--- config.mk ---
export PLATFORM = sky130hd
export DESIGN_NAME = pmic_event_status_latches
export DESIGN_NICKNAME = d
export VERILOG_FILES = /design/src/event_latch_pkg.sv /design/src/pmic_event_status_latches.sv
export SDC_FILE = /design/constraint.sdc
export NUM_CORES = 1
export LEC_CHECK = 0
export ABC_AREA = 1
export BUFFER_PORTS_ARGS = -buffer_cell sky130_fd_sc_hd__buf_4
export CORE_UTILIZATION = 48
export DETAILED_ROUTE_END_ITERATION = 6
export PLACE_DENSITY = 0.79
export SETUP_SLACK_MARGIN = 0.2
export SLEW_MARGIN = 20
export SYNTH_ARGS = -nofsm -noshare
export SYNTH_HDL_FRONTEND = slang
export SYNTH_SLANG_ARGS = --single-unit
--- constraint.sdc ---
create_clock -name clk -period 4.35 [get_ports clk]
set_input_delay 0.435 -clock clk [delete_from_list [all_inputs] [get_ports clk]]
set_output_delay 0.435 -clock clk [all_outputs]
set_load 0.01 [all_outputs]
--- src/event_latch_pkg.sv ---
package event_latch_pkg;

   // Printed register indices; the byte address is four times the index
   localparam logic [15:0] IDX_CHG_STATUS = 16'h4012;
   localparam logic [15:0] IDX_LDO_STATUS = 16'h4013;
   localparam logic [15:0] IDX_CONV_STATUS = 16'h4014;
   localparam logic [15:0] IDX_PIN_CONFIG = 16'h4017;
   localparam logic [15:0] IDX_CHG_MASK = 16'h401a;
   localparam logic [15:0] IDX_LDO_MASK = 16'h401b;
   localparam logic [15:0] IDX_CONV_MASK = 16'h401c;

   // Register slots inside the block
   localparam logic [2:0] SLOT_CHG = 3'h0;
   localparam logic [2:0] SLOT_LDO = 3'h1;
   localparam logic [2:0] SLOT_CONV = 3'h2;
   localparam logic [2:0] SLOT_MASK0 = 3'h3;
   localparam logic [2:0] SLOT_PIN = 3'h6;
   localparam logic [2:0] SLOT_NONE = 3'h7;
   localparam int NUM_STATUS = 3;

   // Implemented flag bits of each status register
   localparam logic [15:0] CHG_VALID = 16'h07f7;
   localparam logic [15:0] LDO_VALID = 16'h005f;
   localparam logic [15:0] CONV_VALID = 16'h030f;

   // Flag positions, charger and system register
   localparam int BIT_CHG_TIMEOUT = 10;
   localparam int BIT_CHG_MODE = 9;
   localparam int BIT_CHG_START = 8;
   localparam int BIT_SINK_TWO = 7;
   localparam int BIT_SINK_ONE = 6;
   localparam int BIT_NVM_DONE = 5;
   localparam int BIT_NVM_FAIL = 4;
   localparam int BIT_POR = 2;
   localparam int BIT_SLEEP_OFF = 1;
   localparam int BIT_ON_WAKE = 0;
   // Regulator undervoltage register
   localparam int BIT_REG7_UV = 6;
   localparam int BIT_REG5_UV = 4;
   localparam int BIT_REG4_UV = 3;
   localparam int BIT_REG3_UV = 2;
   localparam int BIT_REG2_UV = 1;
   localparam int BIT_REG1_UV = 0;
   // Converter fault register
   localparam int BIT_CONV2_HC = 9;
   localparam int BIT_CONV1_HC = 8;
   localparam int BIT_CONV4_UV = 3;
   localparam int BIT_CONV3_UV = 2;
   localparam int BIT_CONV2_UV = 1;
   localparam int BIT_CONV1_UV = 0;
   // Pin configuration register
   localparam int BIT_PIN_MASK = 0;

   localparam logic [15:0] STATUS_RESET = 16'h0000;
   localparam logic PIN_MASK_RESET = 1'b0;

   localparam logic [1:0] RESP_OKAY = 2'h0;
   localparam logic [1:0] RESP_SLVERR = 2'h2;

endpackage : event_latch_pkg

--- src/pmic_event_status_latches.sv ---
// Implementation choice: register access over AXI4-Lite.
`timescale 1ns/1ps
`default_nettype none

// Overview of operation
// Charger timer expiry edge sets bit 10
// Charger mode change edge sets bit 9
// Charging start edge sets bit 8
// Sink two edge bit 7, sink one bit 6
// Memory command end edge sets bit 5
// Memory command fail edge sets bit 4
// Power-on reset edge sets bit 2
// Entry to sleep or off sets bit 1
// Entry to on state sets bit 0
// Regulator undervoltage edges set third register bits
// Converter current and undervoltage edges set fourth register
// Writing one clears flag, zero keeps it
// All flags are zero after reset
// Pin output mask blocks the interrupt request
// Each latched flag is its own output
module pmic_event_status_latches #(
   parameter int ADDR_W = 20,
   parameter logic [15:0] MASK_RESET = 16'hffff
) (
   input wire logic clk,
   input wire logic sys_rst,
   // AXI4-Lite slave
   input wire logic awvalid,
   output logic awready,
   input wire logic [ADDR_W-1:0] awaddr,
   input wire logic [2:0] awprot,
   input wire logic wvalid,
   output logic wready,
   input wire logic [31:0] wdata,
   input wire logic [3:0] wstrb,
   output logic bvalid,
   input wire logic bready,
   output logic [1:0] bresp,
   input wire logic arvalid,
   output logic arready,
   input wire logic [ADDR_W-1:0] araddr,
   input wire logic [2:0] arprot,
   output logic rvalid,
   input wire logic rready,
   output logic [31:0] rdata,
   output logic [1:0] rresp,
   // Event sources
   input wire logic charger_timeout_event,
   input wire logic charge_mode_change_event,
   input wire logic charging_started_event,
   input wire logic sink_two_event,
   input wire logic sink_one_event,
   input wire logic nvm_command_done_event,
   input wire logic nvm_command_fail_event,
   input wire logic power_on_reset_event,
   input wire logic sleep_or_off_event,
   input wire logic on_or_wake_event,
   input wire logic regulator7_undervoltage_event,
   input wire logic regulator5_undervoltage_event,
   input wire logic regulator4_undervoltage_event,
   input wire logic regulator3_undervoltage_event,
   input wire logic regulator2_undervoltage_event,
   input wire logic regulator1_undervoltage_event,
   input wire logic converter2_high_current_event,
   input wire logic converter1_high_current_event,
   input wire logic converter4_undervoltage_event,
   input wire logic converter3_undervoltage_event,
   input wire logic converter2_undervoltage_event,
   input wire logic converter1_undervoltage_event,
   // Latched flags
   output logic charger_timeout_flag,
   output logic charge_mode_change_flag,
   output logic charging_started_flag,
   output logic sink_two_flag,
   output logic sink_one_flag,
   output logic nvm_command_done_flag,
   output logic nvm_command_fail_flag,
   output logic power_on_reset_flag,
   output logic sleep_or_off_flag,
   output logic on_or_wake_flag,
   output logic regulator7_undervoltage_flag,
   output logic regulator5_undervoltage_flag,
   output logic regulator4_undervoltage_flag,
   output logic regulator3_undervoltage_flag,
   output logic regulator2_undervoltage_flag,
   output logic regulator1_undervoltage_flag,
   output logic converter2_high_current_flag,
   output logic converter1_high_current_flag,
   output logic converter4_undervoltage_flag,
   output logic converter3_undervoltage_flag,
   output logic converter2_undervoltage_flag,
   output logic converter1_undervoltage_flag,
   output logic irq
);

   typedef logic [event_latch_pkg::NUM_STATUS-1:0][15:0] bank_t;

   typedef struct packed {
      bank_t sync1;
      bank_t sync2;
      bank_t prev;
      bank_t status;
      bank_t mask;
      logic pin_mask;
      logic aw_got;
      logic [ADDR_W-1:0] aw_addr;
      logic w_got;
      logic [31:0] w_data;
      logic [3:0] w_strb;
      logic bvalid;
      logic [1:0] bresp;
      logic rvalid;
      logic [1:0] rresp;
      logic [31:0] rdata;
   } state_t;

   state_t state_reg;
   state_t state_next;
   bank_t events;
   bank_t rise;
   bank_t clear;
   bank_t valid;
   logic write_fire;
   logic [2:0] wslot;
   logic [2:0] rslot;
   logic [15:0] byte_en;
   logic [15:0] wval;

   // Maps a byte address to a register slot
   function automatic logic [2:0] reg_slot(input logic [ADDR_W-1:0] addr);
      logic [ADDR_W-3:0] idx;
      idx = addr[ADDR_W-1:2];
      if (addr[1:0] != 2'h0) begin
         reg_slot = event_latch_pkg::SLOT_NONE;
      end else if (idx == (ADDR_W-2)'(event_latch_pkg::IDX_CHG_STATUS)) begin
         reg_slot = event_latch_pkg::SLOT_CHG;
      end else if (idx == (ADDR_W-2)'(event_latch_pkg::IDX_LDO_STATUS)) begin
         reg_slot = event_latch_pkg::SLOT_LDO;
      end else if (idx == (ADDR_W-2)'(event_latch_pkg::IDX_CONV_STATUS)) begin
         reg_slot = event_latch_pkg::SLOT_CONV;
      end else if (idx == (ADDR_W-2)'(event_latch_pkg::IDX_CHG_MASK)) begin
         reg_slot = event_latch_pkg::SLOT_MASK0;
      end else if (idx == (ADDR_W-2)'(event_latch_pkg::IDX_LDO_MASK)) begin
         reg_slot = event_latch_pkg::SLOT_MASK0 + 3'h1;
      end else if (idx == (ADDR_W-2)'(event_latch_pkg::IDX_CONV_MASK)) begin
         reg_slot = event_latch_pkg::SLOT_MASK0 + 3'h2;
      end else if (idx == (ADDR_W-2)'(event_latch_pkg::IDX_PIN_CONFIG)) begin
         reg_slot = event_latch_pkg::SLOT_PIN;
      end else begin
         reg_slot = event_latch_pkg::SLOT_NONE;
      end
   endfunction : reg_slot

   assign valid[0] = event_latch_pkg::CHG_VALID;
   assign valid[1] = event_latch_pkg::LDO_VALID;
   assign valid[2] = event_latch_pkg::CONV_VALID;

   // Gather event sources into register layout
   always_comb begin
      events = '0;
      events[0][event_latch_pkg::BIT_CHG_TIMEOUT] = charger_timeout_event;
      events[0][event_latch_pkg::BIT_CHG_MODE] = charge_mode_change_event;
      events[0][event_latch_pkg::BIT_CHG_START] = charging_started_event;
      events[0][event_latch_pkg::BIT_SINK_TWO] = sink_two_event;
      events[0][event_latch_pkg::BIT_SINK_ONE] = sink_one_event;
      events[0][event_latch_pkg::BIT_NVM_DONE] = nvm_command_done_event;
      events[0][event_latch_pkg::BIT_NVM_FAIL] = nvm_command_fail_event;
      events[0][event_latch_pkg::BIT_POR] = power_on_reset_event;
      events[0][event_latch_pkg::BIT_SLEEP_OFF] = sleep_or_off_event;
      events[0][event_latch_pkg::BIT_ON_WAKE] = on_or_wake_event;
      events[1][event_latch_pkg::BIT_REG7_UV] = regulator7_undervoltage_event;
      events[1][event_latch_pkg::BIT_REG5_UV] = regulator5_undervoltage_event;
      events[1][event_latch_pkg::BIT_REG4_UV] = regulator4_undervoltage_event;
      events[1][event_latch_pkg::BIT_REG3_UV] = regulator3_undervoltage_event;
      events[1][event_latch_pkg::BIT_REG2_UV] = regulator2_undervoltage_event;
      events[1][event_latch_pkg::BIT_REG1_UV] = regulator1_undervoltage_event;
      events[2][event_latch_pkg::BIT_CONV2_HC] = converter2_high_current_event;
      events[2][event_latch_pkg::BIT_CONV1_HC] = converter1_high_current_event;
      events[2][event_latch_pkg::BIT_CONV4_UV] = converter4_undervoltage_event;
      events[2][event_latch_pkg::BIT_CONV3_UV] = converter3_undervoltage_event;
      events[2][event_latch_pkg::BIT_CONV2_UV] = converter2_undervoltage_event;
      events[2][event_latch_pkg::BIT_CONV1_UV] = converter1_undervoltage_event;
   end

   assign write_fire = state_reg.aw_got && state_reg.w_got && !state_reg.bvalid;
   assign wslot = reg_slot(state_reg.aw_addr);
   assign rslot = reg_slot(araddr);
   assign byte_en = {{8{state_reg.w_strb[1]}}, {8{state_reg.w_strb[0]}}};
   assign wval = state_reg.w_data[15:0] & byte_en;

   always_comb begin
      state_next = state_reg;
      // Event inputs come from other domains: two flops, then edge detect
      state_next.sync1 = events;
      state_next.sync2 = state_reg.sync1;
      state_next.prev = state_reg.sync2;
      for (int i = 0; i < event_latch_pkg::NUM_STATUS; i++) begin
         rise[i] = state_reg.sync2[i] & ~state_reg.prev[i] & valid[i];
         clear[i] = (write_fire && wslot == 3'(i)) ? wval : 16'h0000;
         // A new edge in the clearing cycle survives the clear
         state_next.status[i] = ((state_reg.status[i] & ~clear[i]) | rise[i]) & valid[i];
         if (write_fire && wslot == 3'(i) + event_latch_pkg::SLOT_MASK0) begin
            state_next.mask[i] = ((state_reg.mask[i] & ~byte_en) | wval) & valid[i];
         end
      end
      if (write_fire && wslot == event_latch_pkg::SLOT_PIN && state_reg.w_strb[0]) begin
         state_next.pin_mask = state_reg.w_data[event_latch_pkg::BIT_PIN_MASK];
      end
      // Write channel: address and data may arrive in either order
      if (awvalid && awready) begin
         state_next.aw_got = 1'b1;
         state_next.aw_addr = awaddr;
      end
      if (wvalid && wready) begin
         state_next.w_got = 1'b1;
         state_next.w_data = wdata;
         state_next.w_strb = wstrb;
      end
      if (write_fire) begin
         state_next.aw_got = 1'b0;
         state_next.w_got = 1'b0;
         state_next.bvalid = 1'b1;
         state_next.bresp = (wslot == event_latch_pkg::SLOT_NONE) ?
            event_latch_pkg::RESP_SLVERR : event_latch_pkg::RESP_OKAY;
      end else if (state_reg.bvalid && bready) begin
         state_next.bvalid = 1'b0;
      end
      // Read channel
      if (arvalid && arready) begin
         state_next.rvalid = 1'b1;
         state_next.rresp = event_latch_pkg::RESP_OKAY;
         state_next.rdata = 32'h0000_0000;
         if (rslot < event_latch_pkg::SLOT_MASK0) begin
            state_next.rdata[15:0] = state_reg.status[rslot[1:0]];
         end else if (rslot < event_latch_pkg::SLOT_PIN) begin
            state_next.rdata[15:0] = state_reg.mask[2'(rslot - event_latch_pkg::SLOT_MASK0)];
         end else if (rslot == event_latch_pkg::SLOT_PIN) begin
            state_next.rdata[event_latch_pkg::BIT_PIN_MASK] = state_reg.pin_mask;
         end else begin
            state_next.rresp = event_latch_pkg::RESP_SLVERR;
         end
      end else if (state_reg.rvalid && rready) begin
         state_next.rvalid = 1'b0;
      end
   end

   always_ff @(posedge clk or posedge sys_rst) begin
      if (sys_rst) begin
         state_reg <= '0;
         state_reg.status <= {event_latch_pkg::NUM_STATUS{event_latch_pkg::STATUS_RESET}};
         state_reg.mask <= {MASK_RESET & event_latch_pkg::CONV_VALID,
                            MASK_RESET & event_latch_pkg::LDO_VALID,
                            MASK_RESET & event_latch_pkg::CHG_VALID};
         state_reg.pin_mask <= event_latch_pkg::PIN_MASK_RESET;
      end else begin
         state_reg <= state_next;
      end
   end

   assign awready = !state_reg.aw_got && !state_reg.bvalid;
   assign wready = !state_reg.w_got && !state_reg.bvalid;
   assign bvalid = state_reg.bvalid;
   assign bresp = state_reg.bresp;
   assign arready = !state_reg.rvalid;
   assign rvalid = state_reg.rvalid;
   assign rdata = state_reg.rdata;
   assign rresp = state_reg.rresp;

   // Pending unmasked flag drives the request unless the pin is masked
   assign irq = !state_reg.pin_mask && |(state_reg.status & ~state_reg.mask);

   // Each flag leaves the block on its own port
   assign charger_timeout_flag = state_reg.status[0][event_latch_pkg::BIT_CHG_TIMEOUT];
   assign charge_mode_change_flag = state_reg.status[0][event_latch_pkg::BIT_CHG_MODE];
   assign charging_started_flag = state_reg.status[0][event_latch_pkg::BIT_CHG_START];
   assign sink_two_flag = state_reg.status[0][event_latch_pkg::BIT_SINK_TWO];
   assign sink_one_flag = state_reg.status[0][event_latch_pkg::BIT_SINK_ONE];
   assign nvm_command_done_flag = state_reg.status[0][event_latch_pkg::BIT_NVM_DONE];
   assign nvm_command_fail_flag = state_reg.status[0][event_latch_pkg::BIT_NVM_FAIL];
   assign power_on_reset_flag = state_reg.status[0][event_latch_pkg::BIT_POR];
   assign sleep_or_off_flag = state_reg.status[0][event_latch_pkg::BIT_SLEEP_OFF];
   assign on_or_wake_flag = state_reg.status[0][event_latch_pkg::BIT_ON_WAKE];
   assign regulator7_undervoltage_flag = state_reg.status[1][event_latch_pkg::BIT_REG7_UV];
   assign regulator5_undervoltage_flag = state_reg.status[1][event_latch_pkg::BIT_REG5_UV];
   assign regulator4_undervoltage_flag = state_reg.status[1][event_latch_pkg::BIT_REG4_UV];
   assign regulator3_undervoltage_flag = state_reg.status[1][event_latch_pkg::BIT_REG3_UV];
   assign regulator2_undervoltage_flag = state_reg.status[1][event_latch_pkg::BIT_REG2_UV];
   assign regulator1_undervoltage_flag = state_reg.status[1][event_latch_pkg::BIT_REG1_UV];
   assign converter2_high_current_flag = state_reg.status[2][event_latch_pkg::BIT_CONV2_HC];
   assign converter1_high_current_flag = state_reg.status[2][event_latch_pkg::BIT_CONV1_HC];
   assign converter4_undervoltage_flag = state_reg.status[2][event_latch_pkg::BIT_CONV4_UV];
   assign converter3_undervoltage_flag = state_reg.status[2][event_latch_pkg::BIT_CONV3_UV];
   assign converter2_undervoltage_flag = state_reg.status[2][event_latch_pkg::BIT_CONV2_UV];
   assign converter1_undervoltage_flag = state_reg.status[2][event_latch_pkg::BIT_CONV1_UV];
endmodule : pmic_event_status_latches

`default_nettype wire

After elaboration in Yosys (flattened, before gate mapping)
Index checks and enable logic that the tools add are counted.
{"block": "word_totals", "register_bits": 191, "inputBits": 111}
{"block": "classes", "n_addsub": 1, "reduce_logical": 31, "magnitude_cmp": 4, "n_bitwise": 25, "n_eq_ne": 22, "n_mux": 39}
{"operator": "equality test 18 x 15 -> 1 bit (second input constant)", "n": 14}
{"operator": "binary-select mux 16 bit (select 2 bit)", "n": 2}
{"operator": "AND 42 x 48 -> 48 bit", "n": 1}
{"operator": "two-way mux 16 bit", "n": 3}
{"operator": "inverter 42 -> 48 bit", "n": 1}
{"operator": "OR reduction 48 bit", "n": 1}
{"operator": "AND 11 bit", "n": 4}
{"operator": "two-way mux 37 bit", "n": 1}
{"operator": "inverter 11 bit", "n": 3}
{"operator": "AND 10 bit", "n": 3}
{"operator": "two-way mux 3 bit", "n": 10}
{"operator": "OR 11 bit", "n": 2}
{"operator": "AND 7 bit", "n": 3}
{"operator": "two-way mux 21 bit", "n": 1}
{"operator": "inverter 10 bit", "n": 2}
{"operator": "OR 10 bit", "n": 2}
{"operator": "logical AND 1 bit", "n": 18}
{"operator": "two-way mux 2 bit", "n": 8}
{"operator": "equality test 3 bit (second input constant)", "n": 5}
{"operator": "two-way mux 15 bit", "n": 1}
{"operator": "inverter 7 bit", "n": 2}
{"operator": "OR 7 bit", "n": 2}
{"operator": "nonzero test 2 bit", "n": 6}
{"operator": "two-way mux 11 bit", "n": 1}
{"operator": "other kinds (11)", "n": 26}

Logic depth before layout (Yosys ltp)
Gate-level depths: netlist (run 1).
{"block": "logic_depth", "word_depth": 15, "ltp_mapped": 14, "mapped_depth_nobuf": 14}

Least setup slack after synthesis (run 1)
Ideal clock, no wire load.
{"block": "synth_timing", "path_kind": "input to register", "from": "in araddr[13]", "to": "reg state_reg, in the netlist rdata[8]", "path_buffers": 0, "setup_ns": 0.113, "arrival_ns": 1.680, "path_slack_ns": 2.557, "cell_stages": 12, "path_cell_list": "nor2_1 > nand2_1 > nor2_4 > nand3_1 > nand3_1 > nand2_1 > nor2_1 > inv_1 > nand3_1 > nand3_1 > nand2_1 > inv_1"}
{"block": "synth_via", "elab_chain_cells": 14, "elab_cells_between_ends": 24, "cone_classes": "1 x add/sub; 2 x order compare; 7 x eq/ne; 14 x mux"}
{"element": "start: declaration", "line": "pmic_event_status_latches.sv:41", "source": "input wire logic [ADDR_W-1:0] araddr,"}
{"element": "equality test 18 x 15 -> 1 bit", "line": "pmic_event_status_latches.sv:147", "source": "end else if (idx == (ADDR_W-2)'(event_latch_pkg::IDX_PIN_CONFIG)) begin"}
{"element": "two-way mux 1 bit", "line": "pmic_event_status_latches.sv:147"}
{"element": "two-way mux 2 bit", "line": "pmic_event_status_latches.sv:145", "source": "end else if (idx == (ADDR_W-2)'(event_latch_pkg::IDX_CONV_MASK)) begin"}
{"element": "two-way mux 2 bit", "line": "pmic_event_status_latches.sv:143", "source": "end else if (idx == (ADDR_W-2)'(event_latch_pkg::IDX_LDO_MASK)) begin"}
{"element": "two-way mux 3 bit", "line": "pmic_event_status_latches.sv:141", "source": "end else if (idx == (ADDR_W-2)'(event_latch_pkg::IDX_CHG_MASK)) begin"}
{"element": "two-way mux 3 bit", "line": "pmic_event_status_latches.sv:139", "source": "end else if (idx == (ADDR_W-2)'(event_latch_pkg::IDX_CONV_STATUS)) begin"}
{"element": "two-way mux 3 bit", "line": "pmic_event_status_latches.sv:137", "source": "end else if (idx == (ADDR_W-2)'(event_latch_pkg::IDX_LDO_STATUS)) begin"}
{"element": "two-way mux 3 bit (*)", "line": "pmic_event_status_latches.sv:135", "source": "end else if (idx == (ADDR_W-2)'(event_latch_pkg::IDX_CHG_STATUS)) begin"}
{"element": "two-way mux 3 bit (*)", "line": "pmic_event_status_latches.sv:133", "source": "if (addr[1:0] != 2'h0) begin"}
{"element": "subtractor 2 bit", "line": "pmic_event_status_latches.sv:236", "source": "state_next.rdata[15:0] = state_reg.mask[2'(rslot - event_latch_pkg::SLOT_MASK0)];"}
{"element": "binary-select mux 16 bit (select 2 bit)", "line": "pmic_event_status_latches.sv:236"}
{"element": "two-way mux 16 bit (implied by the code)", "line": "pmic_event_status_latches.sv:236"}
{"element": "two-way mux 15 bit", "line": "pmic_event_status_latches.sv:235", "source": "end else if (rslot < event_latch_pkg::SLOT_PIN) begin"}
{"element": "two-way mux 16 bit (*)", "line": "pmic_event_status_latches.sv:233", "source": "if (rslot < event_latch_pkg::SLOT_MASK0) begin"}
{"element": "end signal: assignment", "line": "pmic_event_status_latches.sv:256", "source": "state_reg <= state_next;"}
{"element": "end: declaration", "line": "pmic_event_status_latches.sv:117", "source": "state_t state_reg;"}
Mark *: on every way between the ends. The rest lies on a longest branch, timed or not. The select of a mux whose other input is x is not followed.
A chain may end at the register's enable or synchronous reset.

Worst setup path in the final report (run 1)
{"block": "layout_timing", "from": "reg state_reg, in the netlist bvalid", "to": "reg state_reg[104] in the netlist's numbering"}
{"block": "layout_via", "elab_chain_cells": 3}
{"element": "logical NOT 1 bit", "line": "pmic_event_status_latches.sv:185", "source": "assign write_fire = state_reg.aw_got && state_reg.w_got && !state_reg.bvalid;"}
{"element": "logical AND 1 bit", "line": "pmic_event_status_latches.sv:185"}
{"element": "logical AND 1 bit", "line": "pmic_event_status_latches.sv:202", "source": "if (write_fire && wslot == 3'(i) + event_latch_pkg::SLOT_MASK0) begin"}
No other way between the ends.

==> metrics.yaml, run 1 <==
floorplanning:
  initial_core_util: 0.4936
  die_w_um: 124.5
  die_h_um: 124.5
  die_area_um2: 15500
  fp-row-count: 44
  ioPinCount: 175
  coreArea_um2: 14590
synthesis:
  synth_edf_count: 0
  avgSynthCellArea_um2: 8.967
  synth_seq_cells: 161
  yosys.cell_types.count: 39
  netlist_area_um2: 7201
  syn-instance-count: 803
  synthFlopType: "dfrtp_1"
  async_flop_share: 1.000
  seq_area_frac_synth: 0.5633
  yosysWarningCount: 0
placed_design:
  numPortBuffers: 122
  place_area_um2: 8122
  dp_hpwl_um: 11400
  place.gp.congestion: 0.8779
  pre_cts_ws_ns: 1.803
cells_and_area:
  fin_nets: 1029
  final_layout_size_suffix_gt1_frac: 0.2438
  layout_commonest_cell: "nand2_1"
  final_cell_mix: "219 x nand2_1, 139 x dfrtp_1, 123 x buf_4, 103 x inv_1, 76 x nand3_1"
  fin_area_um2: 8740
  post-route-util: 0.5991
  num_antenna_cells: 0
  area_growth_pct: 21.37
  largest_reg_flops: 78
setup_path:
  crit_buf_inv: 1
  crit_top_cell: "nand2_1"
  worst_path_max_delay_cell: "nor3_4"
  end_kind: "register"
  arrival_ns: 2.99
  crit_chain: "nor3_1 > inv_1 > nor3_4 > nand3_2 > nand2_1 > nand2_1"
  cp.required_ns: 4.70
  critPathKind: "reg2reg"
  slowest_delay_ns: 0.70
  crit_path_start_kind: "register"
  critical-path-top-delay-family: "simple AND/OR/NAND/NOR gates"
  crit_fanout: 18
clock_tree:
  path_clk_slew_ns: 0.06
  cts_made_buffers: 17
  clockRootBuffer: "clkbuf_16"
  ctsResizeCount: 0
  clk_path_buf_depth: 2
  cts_hold_buf: 0
  cts.sinks: 161
  cts.htree.levels: 4
  post_cts_buffers: 0
  insertion_delay_ns: 0.42
  tritoncts: "done"
sta:
  rsz0062_at_grt: "false"
  setup_viol: 0
  hold_violations: 0
  setup_tns_ns: 0
  final.min_clock_period_ns: 2.640
  tightest_slew_ns: 0.7746
  max_freq_mhz: 378.8
  drv_slew: 0
  max_slew_margin: 0.4823
  worst_slack_ns: 1.710
  finClkSkew_ns: 0.006381
  min_period_over_period: 0.6068
power_and_ir_drop:
  ir_drop_uv: 434.4
  powerDensity_nw_per_um2: 473.2
  leakage_nw: 4.444
routing:
  firstDrtPassIters: 7
  wl_um: 15420
  vias_per_cell: 4.970
  drc: 0
  drtIter0Drc: 463
  num_vias: 5541
  post_drt_wl_per_cell_um: 13.83
  ant_nets: 0
run:
  maxCapViolations: 0
global_route:
  grt_max_degree: 93
  grt_pass1_wl_um: 25940
  gr-usage-all-layers: 0.2120
  grt_pass1_vias: 5315
  gr-total-overflow: 0
  antenna_found_initial: 0
status:
  status: "completed"
hold_path:
  holdCritPathClass: "in2async"
kinds of logic after synthesis:
| family | Yosys count | synth area share |
|---|---|---|
| AO/OA/AOI/OAI | 47 | 0.03875 |
| buffers and inverters | 156 | 0.1023 |
| flip-flops | 161 | 0.5633 |
| multiplexers | 22 | 0.03441 |
| other | 1 | 0.0005208 |
| AND/OR/NAND/NOR | 416 | 0.2606 |
power breakdown:
group	leakage [nW]	internal, mW	switching [mW]
clock	0.290	0.937	0.586
combinational	2.37	0.305	0.405
sequential	1.79	1.72	0.180
total	4.44	2.96	1.17
final cells by class:
type	instances	area [um2]
fill	1251	5849
sequential	161	4056
multi-input combinational	508	2495
timing repair buffer	124	943.4
clock buffer	21	460.4
inverter	106	401.6
tap	184	230.2
clock inverter	11	152.6
worst paths after layout:
| path | start | endpoint | slack (ns) | cells past startpoint |
|---|---|---|---|---|
| worst max register to register | bvalid | state_reg[104] | 1.71 | 6 |
| max in group asynchronous | sys_rst | state_reg[98] | 3.31 | 3 |
| worst max-delay path | bvalid | state_reg[104] | 1.71 | 6 |
| worst min register to register | state_next[263] | state_next[215] | 0.34 | 0 |
| min in group clk | on_or_wake_event | state_next[241] | 0.12 | 1 |
| worst min-delay path | sys_rst | state_reg[75] | 0.10 | 2 |
metrics by stage:
stage / cells / power (mW) / hold WS (ns)
after global placement: 1083 / 2.604 / 0.3324
after global routing: 1115 / 4.351 / 0.1007
after detailed placement: 1083 / 2.638 / 0.3347
final: 1115 / 4.135 / 0.1004
after CTS: 1115 / 4.168 / 0.09831
after floorplan: 825 / 2.421 / 0.3312
synth_stat cells (all sizes together), types with 2 or more instances:
cell    count  area (um2)
a21oi      17       92.59
a221oi      2       17.52
a31oi       3       18.77
buf        43       312.8
clkbuf      7       26.28
dfrtp     139        3478
dfstp      22       578.1
inv       105       394.1
mux2       22       247.7
nand2     223       844.6
nand3      79       410.4
nand3b      5       37.54
nand4      28       187.7
nor2       64       267.8
nor3       12       97.59
o211ai      2       15.01
o21ai      12       60.05
o22ai       8       50.05
or2         3       18.77
routing by layer:
metal  share of wire  track usage  vias up
met5               0            0        -
li1                -            -     2735
met1            0.44       0.2758     2608
met4           0.017      0.07087        0
met2            0.48       0.3445      177
met3           0.059      0.05541       21
worst register-to-register path: cells and delay by family, from the launching register on:
kind	cells	cell delay [ns]
buf+inv	1	0.30
flops	1	0.42
simple gates	5	1.84
Note: power is estimated with default switching activity, not from simulation.
==> inputs of run 2 (changes only) <==
--- a/config.mk
+++ b/config.mk
@@ -5,7 +5,7 @@
 export SDC_FILE = /design/constraint.sdc
 export NUM_CORES = 1
 export LEC_CHECK = 0
-export ABC_AREA = 1
+export ABC_AREA = 0
 export BUFFER_PORTS_ARGS = -buffer_cell sky130_fd_sc_hd__buf_4
 export CORE_UTILIZATION = 48
 export DETAILED_ROUTE_END_ITERATION = 6
==> constraint.sdc (replaced) <==
create_clock -name clk -period 2.17 [get_ports clk]
set_input_delay 0.217 -clock clk [delete_from_list [all_inputs] [get_ports clk]]
set_output_delay 0.217 -clock clk [all_outputs]
set_load 0.01 [all_outputs]
==> run 2 against run 1 <==
Net effect: wire length fell by 1.2%; critical endpoint is now state_reg[130]; clock skew rose by 0.00061 ns; register-to-register slack got worse by 1.6 ns; final cell count fell by 19%; area after synthesis fell by 5.8%; final area rose by 1.1%; maximum frequency rose by 29%; synthesized cell count fell by 31%.
==> metrics.yaml, run 2 <==
placed_design:
  place_inst: 839
  numPortBuffers: 122
  pre_cts_ws_ns: 0.05524
  place_area_um2: 7800
  place.gp.congestion: 0.8552
  dp_hpwl_um: 10990
setup_path:
  crit_chain: "nor4_4 > nand4_1 > or3b_4 > nor2_4 > mux2_2"
  crit_fanout: 4
  cp.required_ns: 2.51
  arrival_ns: 2.38
  critical-path-top-delay-family: "simple AND/OR/NAND/NOR gates"
  crit_buf_inv: 0
  crit_path_start_kind: "register"
  worst_path_max_delay_cell: "or3b_4"
  critPathKind: "reg2reg"
  path_depth: 5
  slowest_delay_ns: 0.48
  rr_worst_depth: 5
  end_kind: "register"
global_route:
  grt_pass1_wl_um: 24270
  antenna_found_initial: 0
  gr-usage-all-layers: 0.2195
  grt_pass1_vias: 4784
  grt_max_degree: 94
  gr-total-overflow: 0
cells_and_area:
  num_antenna_cells: 0
  fin_nets: 824
  final_layout_size_suffix_gt1_frac: 0.3939
  largest_reg_flops: 78
  area_growth_pct: 30.24
  fin_area_um2: 8832
  fin_cells: 906
  final_cell_mix: "142 x buf_4, 137 x dfrtp_1, 57 x mux2_2, 45 x inv_1, 43 x nand2_1"
  layout_commonest_cell: "buf_4"
floorplanning:
  die_h_um: 120.9
  initial_core_util: 0.4905
  die_area_um2: 14610
  ioPinCount: 175
  fp-row-count: 43
  die_w_um: 120.9
  coreArea_um2: 13830
synthesis:
  synth_compound_area_frac: 0.09373
  yosysWarningCount: 0
  post_synth_xor_area_fraction: 0.001292
  netlist_area_um2: 6782
  synthSimpleGateAreaFrac: 0.1127
  synth_top_area_cell: "dfrtp_1"
  synth-adder-area-share: 0
  yosys.cell_types.count: 54
  synth_top_area_share: 0.5129
  synth_top_cells_by_count: "139 x dfrtp_1, 60 x mux2_2, 46 x inv_1"
  syn-instance-count: 553
  synthMuxAreaShare: 0.1173
  seq_area_frac_synth: 0.5982
  synth_seq_cells: 161
  async_flop_share: 1.000
  yosys-top-cells-area: "dfrtp_1 51%, mux2_2 10%, dfstp_2 8.5%"
  synthFlopType: "dfrtp_1"
  synth.most_common_cell: "dfrtp_1"
  synth_edf_count: 0
  avgSynthCellArea_um2: 12.26
  synth_top_family_by_area: "multiplexers"
power_and_ir_drop:
  leakage_nw: 4.122
  finalPower_mw: 8.280
  ir_drop_uv: 704.7
  powerDensity_nw_per_um2: 937.4
status:
  status: "completed"
sta:
  min_period_over_period: 0.9406
  worst_slack_ns: 0.1288
  hold_violations: 0
  rsz0062_at_grt: "true"
  setup_viol: 0
  finClkSkew_ns: 0.006988
  drv_slew: 0
  final.min_clock_period_ns: 2.041
  max_freq_mhz: 489.9
clock_tree:
  clk_path_buf_depth: 2
  clockRootBuffer: "clkbuf_16"
  cts.htree.levels: 4
  tritoncts: "done"
  insertion_delay_ns: 0.41
  path_clk_slew_ns: 0.06
  cts_made_buffers: 17
  cts.sinks: 161
routing:
  ant_nets: 0
  vias_per_cell: 5.202
  post_drt_wl_per_cell_um: 16.82
  firstDrtPassIters: 4
  drc: 0
  num_vias: 4713
  wl_um: 15240
  drtIter0Drc: 196
hold_path:
  holdCritPathClass: "in2reg"
  hold_depth: 3
run:
  maxCapViolations: 0
## run 2: cell count changes after synthesis, moves of 5 or more
cell | before | now
a21o_1 | 0 | 5
a22o_1 | 0 | 11
inv_1 | 104 | 46
mux2_2 | 22 | 60
mux2i_1 | 0 | 12
nand2_1 | 220 | 45
nand2b_1 | 0 | 6
nand3_1 | 76 | 2
nand4_1 | 26 | 5
nor2_1 | 57 | 20
nor2_2 | 5 | 0
nor2b_1 | 1 | 10
o21ai_0 | 11 | 18
o221ai_1 | 0 | 5
## run 2: per-stage QoR
step	util	setup TNS [ns]	hold slack (ns)
after global placement	0.5641	0	0.3260
after CTS	0.6337	0	0.01499
after global routing	0.6388	0	0.02695
after detailed placement	0.5641	0	0.3273
final	0.6388	0	0.03547
after floorplan	-	-9.990	0.2484
## run 2: report_power, final
group          total [mW]  switching, mW  leakage, nW  internal [mW]
combinational        1.40          0.645         2.02          0.751
sequential           3.92          0.490         1.82           3.43
clock                2.96           1.16        0.290           1.81
## run 2: what timing repair did
| item | CTS | global route |
|---|---|---|
| pin swaps | 10 | 9 |
| setup endpoints to repair | 19 | 41 |
| hold buffers | 25 | 0 |
| resized for setup | 13 | 16 |
| endpoints found under the hold margin | 117 | 0 |
| buffers inserted | 8 | 2 |
## run 2: routing by layer
layer	global-route usage	wire length, um
met2	0.3579	7652
met5	0	0
met1	0.2883	6585
met3	0.05451	837
met4	0.06944	162
## run 2: final timing paths
check / startpoint / end / slack (ns)
min in group asynchronous: sys_rst / state_reg[76] / 0.49
worst min register to register: state_next[246] / state_next[198] / 0.35
worst max register to register: state_reg[88] / state_reg[130] / 0.13
max in group asynchronous: sys_rst / state_reg[105] / 1.25
worst min-delay path: awaddr[3] / state_reg[78] / 0.04
worst max-delay path: state_reg[88] / state_reg[130] / 0.13
## run 2: worst register-to-register path: cells and delay by family (launching register included)
kind	cells	cell delay, ns
AND/OR/NAND/NOR	4	1.21
flip-flops	1	0.40
multiplexers	1	0.35
## run 2: layout make-up
| class | instances | area, um2 |
|---|---|---|
| clock buffers | 18 | 429.2 |
| clock inverters | 14 | 165.2 |
| fillers | 1069 | 4995 |
| inverters | 46 | 176.4 |
| multi-input cells | 316 | 2399 |
| flip-flops and latches | 161 | 4059 |
| well taps | 180 | 225.2 |
| repair buffers | 171 | 1379 |
## run 2: cells by family after synthesis
| family | after synthesis |
|---|---|
| mux | 72 |
| simple gates | 129 |
| compound gates | 91 |
| buf+inv | 98 |
| flops | 161 |
| other cells | 1 |
| xor+xnor | 1 |
==> inputs of run 3 (changes only) <==
--- a/config.mk
+++ b/config.mk
@@ -7,10 +7,11 @@
 export LEC_CHECK = 0
 export ABC_AREA = 0
 export BUFFER_PORTS_ARGS = -buffer_cell sky130_fd_sc_hd__buf_4
-export CORE_UTILIZATION = 48
+export CAP_MARGIN = 20
+export CORE_UTILIZATION = 40
 export DETAILED_ROUTE_END_ITERATION = 6
-export PLACE_DENSITY = 0.79
-export SETUP_SLACK_MARGIN = 0.2
+export PLACE_DENSITY = 0.69
+export SETUP_SLACK_MARGIN = 0.4
 export SLEW_MARGIN = 20
 export SYNTH_ARGS = -nofsm -noshare
 export SYNTH_HDL_FRONTEND = slang
==> run 3 against run 2 <==
Net effect: critical path depth grew 3; clock power grew 5%; maximum frequency shrank 2.5%; non-clock buffer count grew 4; sequential cell count is the same; worst setup slack lost 0.052 ns; sequential share of layout area shrank 1.1 points; global-route usage shrank 2.8 points; hold slack lost 0.013 ns; combinational power is essentially flat.
==> metrics.yaml, run 3 (same netlist as run 2, synthesis figures left out) <==
cells_and_area:
  largest_reg_flops: 78
  area_growth_pct: 33.51
  final_layout_size_suffix_gt1_frac: 0.4198
  post-route-util: 0.5459
  num_antenna_cells: 0
  layout_commonest_cell: "buf_4"
  fin_nets: 828
  final_cell_mix: "143 x buf_4, 138 x dfrtp_1, 50 x mux2_2, 44 x inv_1, 34 x nand2_1"
power_and_ir_drop:
  ir_drop_uv: 587.8
  leakage_nw: 4.216
  powerDensity_nw_per_um2: 935.9
  finalPower_mw: 8.474
sta:
  hold_violations: 0
  rsz0062_at_grt: "true"
  whs_ns: 0.02287
  drv_slew: 0
  final.min_clock_period_ns: 2.093
  max_freq_mhz: 477.8
  setup_viol: 0
  min_period_over_period: 0.9646
  finClkSkew_ns: 0.007534
global_route:
  gr-total-overflow: 0
  gr-usage-all-layers: 0.1910
  grt_max_degree: 78
  grt_pass1_wl_um: 25610
  grt_pass1_vias: 4884
  antenna_found_initial: 0
setup_path:
  crit_path_start_kind: "register"
  arrival_ns: 2.44
  worst_path_max_delay_cell: "dfrtp_1"
  end_kind: "register"
  crit_chain: "nor4b_4 > nand4_1 > buf_4 > nor3_4 > buf_4 > nand4_1 > buf_6 > mux2_4"
  slowest_delay_ns: 0.41
  critPathKind: "reg2reg"
  cp.required_ns: 2.52
  crit_fanout: 3
placed_design:
  place.gp.congestion: 0.8559
  numPortBuffers: 122
  dp_hpwl_um: 11380
clock_tree:
  tritoncts: "done"
  cts.sinks: 161
  clockRootBuffer: "clkbuf_16"
  cts.htree.levels: 4
  cts_made_buffers: 17
  path_clk_slew_ns: 0.06
  insertion_delay_ns: 0.42
  clk_path_buf_depth: 2
routing:
  ant_nets: 0
  drc: 0
  vias_per_cell: 5.003
  post_drt_wl_per_cell_um: 16.79
  wl_um: 15930
  num_vias: 4748
  firstDrtPassIters: 4
  drtIter0Drc: 308
floorplanning:
  die_h_um: 132.2
  coreArea_um2: 16580
  ioPinCount: 175
  initial_core_util: 0.4089
  fp-row-count: 47
  die_w_um: 132.2
  die_area_um2: 17480
status:
  status: "completed"
run:
  maxCapViolations: 0
hold_path:
  holdCritPathClass: "in2reg"
-- run 3: changes by cell type in the layout (fill, tap and decap cells not counted), moves of 3 or more --
cell      previous run  this run
nand2_1             43        34
nand2_2              1         9
mux2_2              57        50
mux2_4               3        10
clkinv_2             5         0
buf_6                2         5
inv_6                1         4
-- run 3: final timing paths --
kind | start | endpoint | slack, ns | cells after the start
setup reg to reg | state_reg[92] | state_reg[105] | 0.08 | 8
max in group asynchronous | sys_rst | state_reg[106] | 1.03 | 4
hold reg to reg | state_next[251] | state_next[203] | 0.34 | 0
setup / recovery | state_reg[92] | state_reg[105] | 0.08 | 8
hold / removal | awaddr[7] | state_reg[82] | 0.02 | 2
min in group asynchronous | sys_rst | state_reg[89] | 0.37 | 3
-- run 3: metal layers --
| layer | up-vias | track usage | part of all wire |
|---|---|---|---|
| li1 | 2201 | - | - |
| met1 | 2371 | 0.2403 | 0.43 |
| met2 | 143 | 0.3183 | 0.49 |
| met3 | 33 | 0.04844 | 0.050 |
| met4 | 0 | 0.07088 | 0.025 |
| met5 | - | 0 | 0 |
-- run 3: worst max-delay path, delay by kind of cell, from the launching register on --
| kind | cells | cell delay (ns) |
|---|---|---|
| multiplexers | 1 | 0.29 |
| flip-flops | 1 | 0.41 |
| buffers and inverters | 3 | 0.50 |
| AND/OR/NAND/NOR | 4 | 0.81 |
-- run 3: timing repair --
action | CTS | global route
gates resized for setup | 28 | 22
hold buffers | 25 | 0
setup buffers | 13 | 4
endpoints found under the hold margin | 41 | 0
setup endpoints to repair | 42 | 53
pin swaps | 11 | 6
-- run 3: per-stage QoR --
step	TNS, ns	worst slack, ns	instance area, um2	std cells
after floorplan	-9.990	-0.07187	6900	575
final	0	0.07689	9054	949
after CTS	0	0.09244	8944	945
after global routing	-0.06571	-0.03178	9054	949
after global placement	0	0.1735	7860	876
after detailed placement	0	0.1176	7860	876
-- run 3: power by group --
group          switching (mW)  internal, mW  total, mW  leakage (nW)
registers               0.522          3.43       3.95          1.82
clock network            1.24          1.86       3.10         0.288
logic                   0.665         0.762       1.43          2.11
-- run 3: final cells by class --
cell class                      count  area, um2
Sequential cell                   161       4058
Tap cell                          220      275.3
Multi-Input combinational cell    316       2510
Inverter                           46      176.4
Clock buffer                       18      439.2
Clock inverter                     13      175.2
Timing Repair Buffer              175       1420
Fill cell                        1395       7530
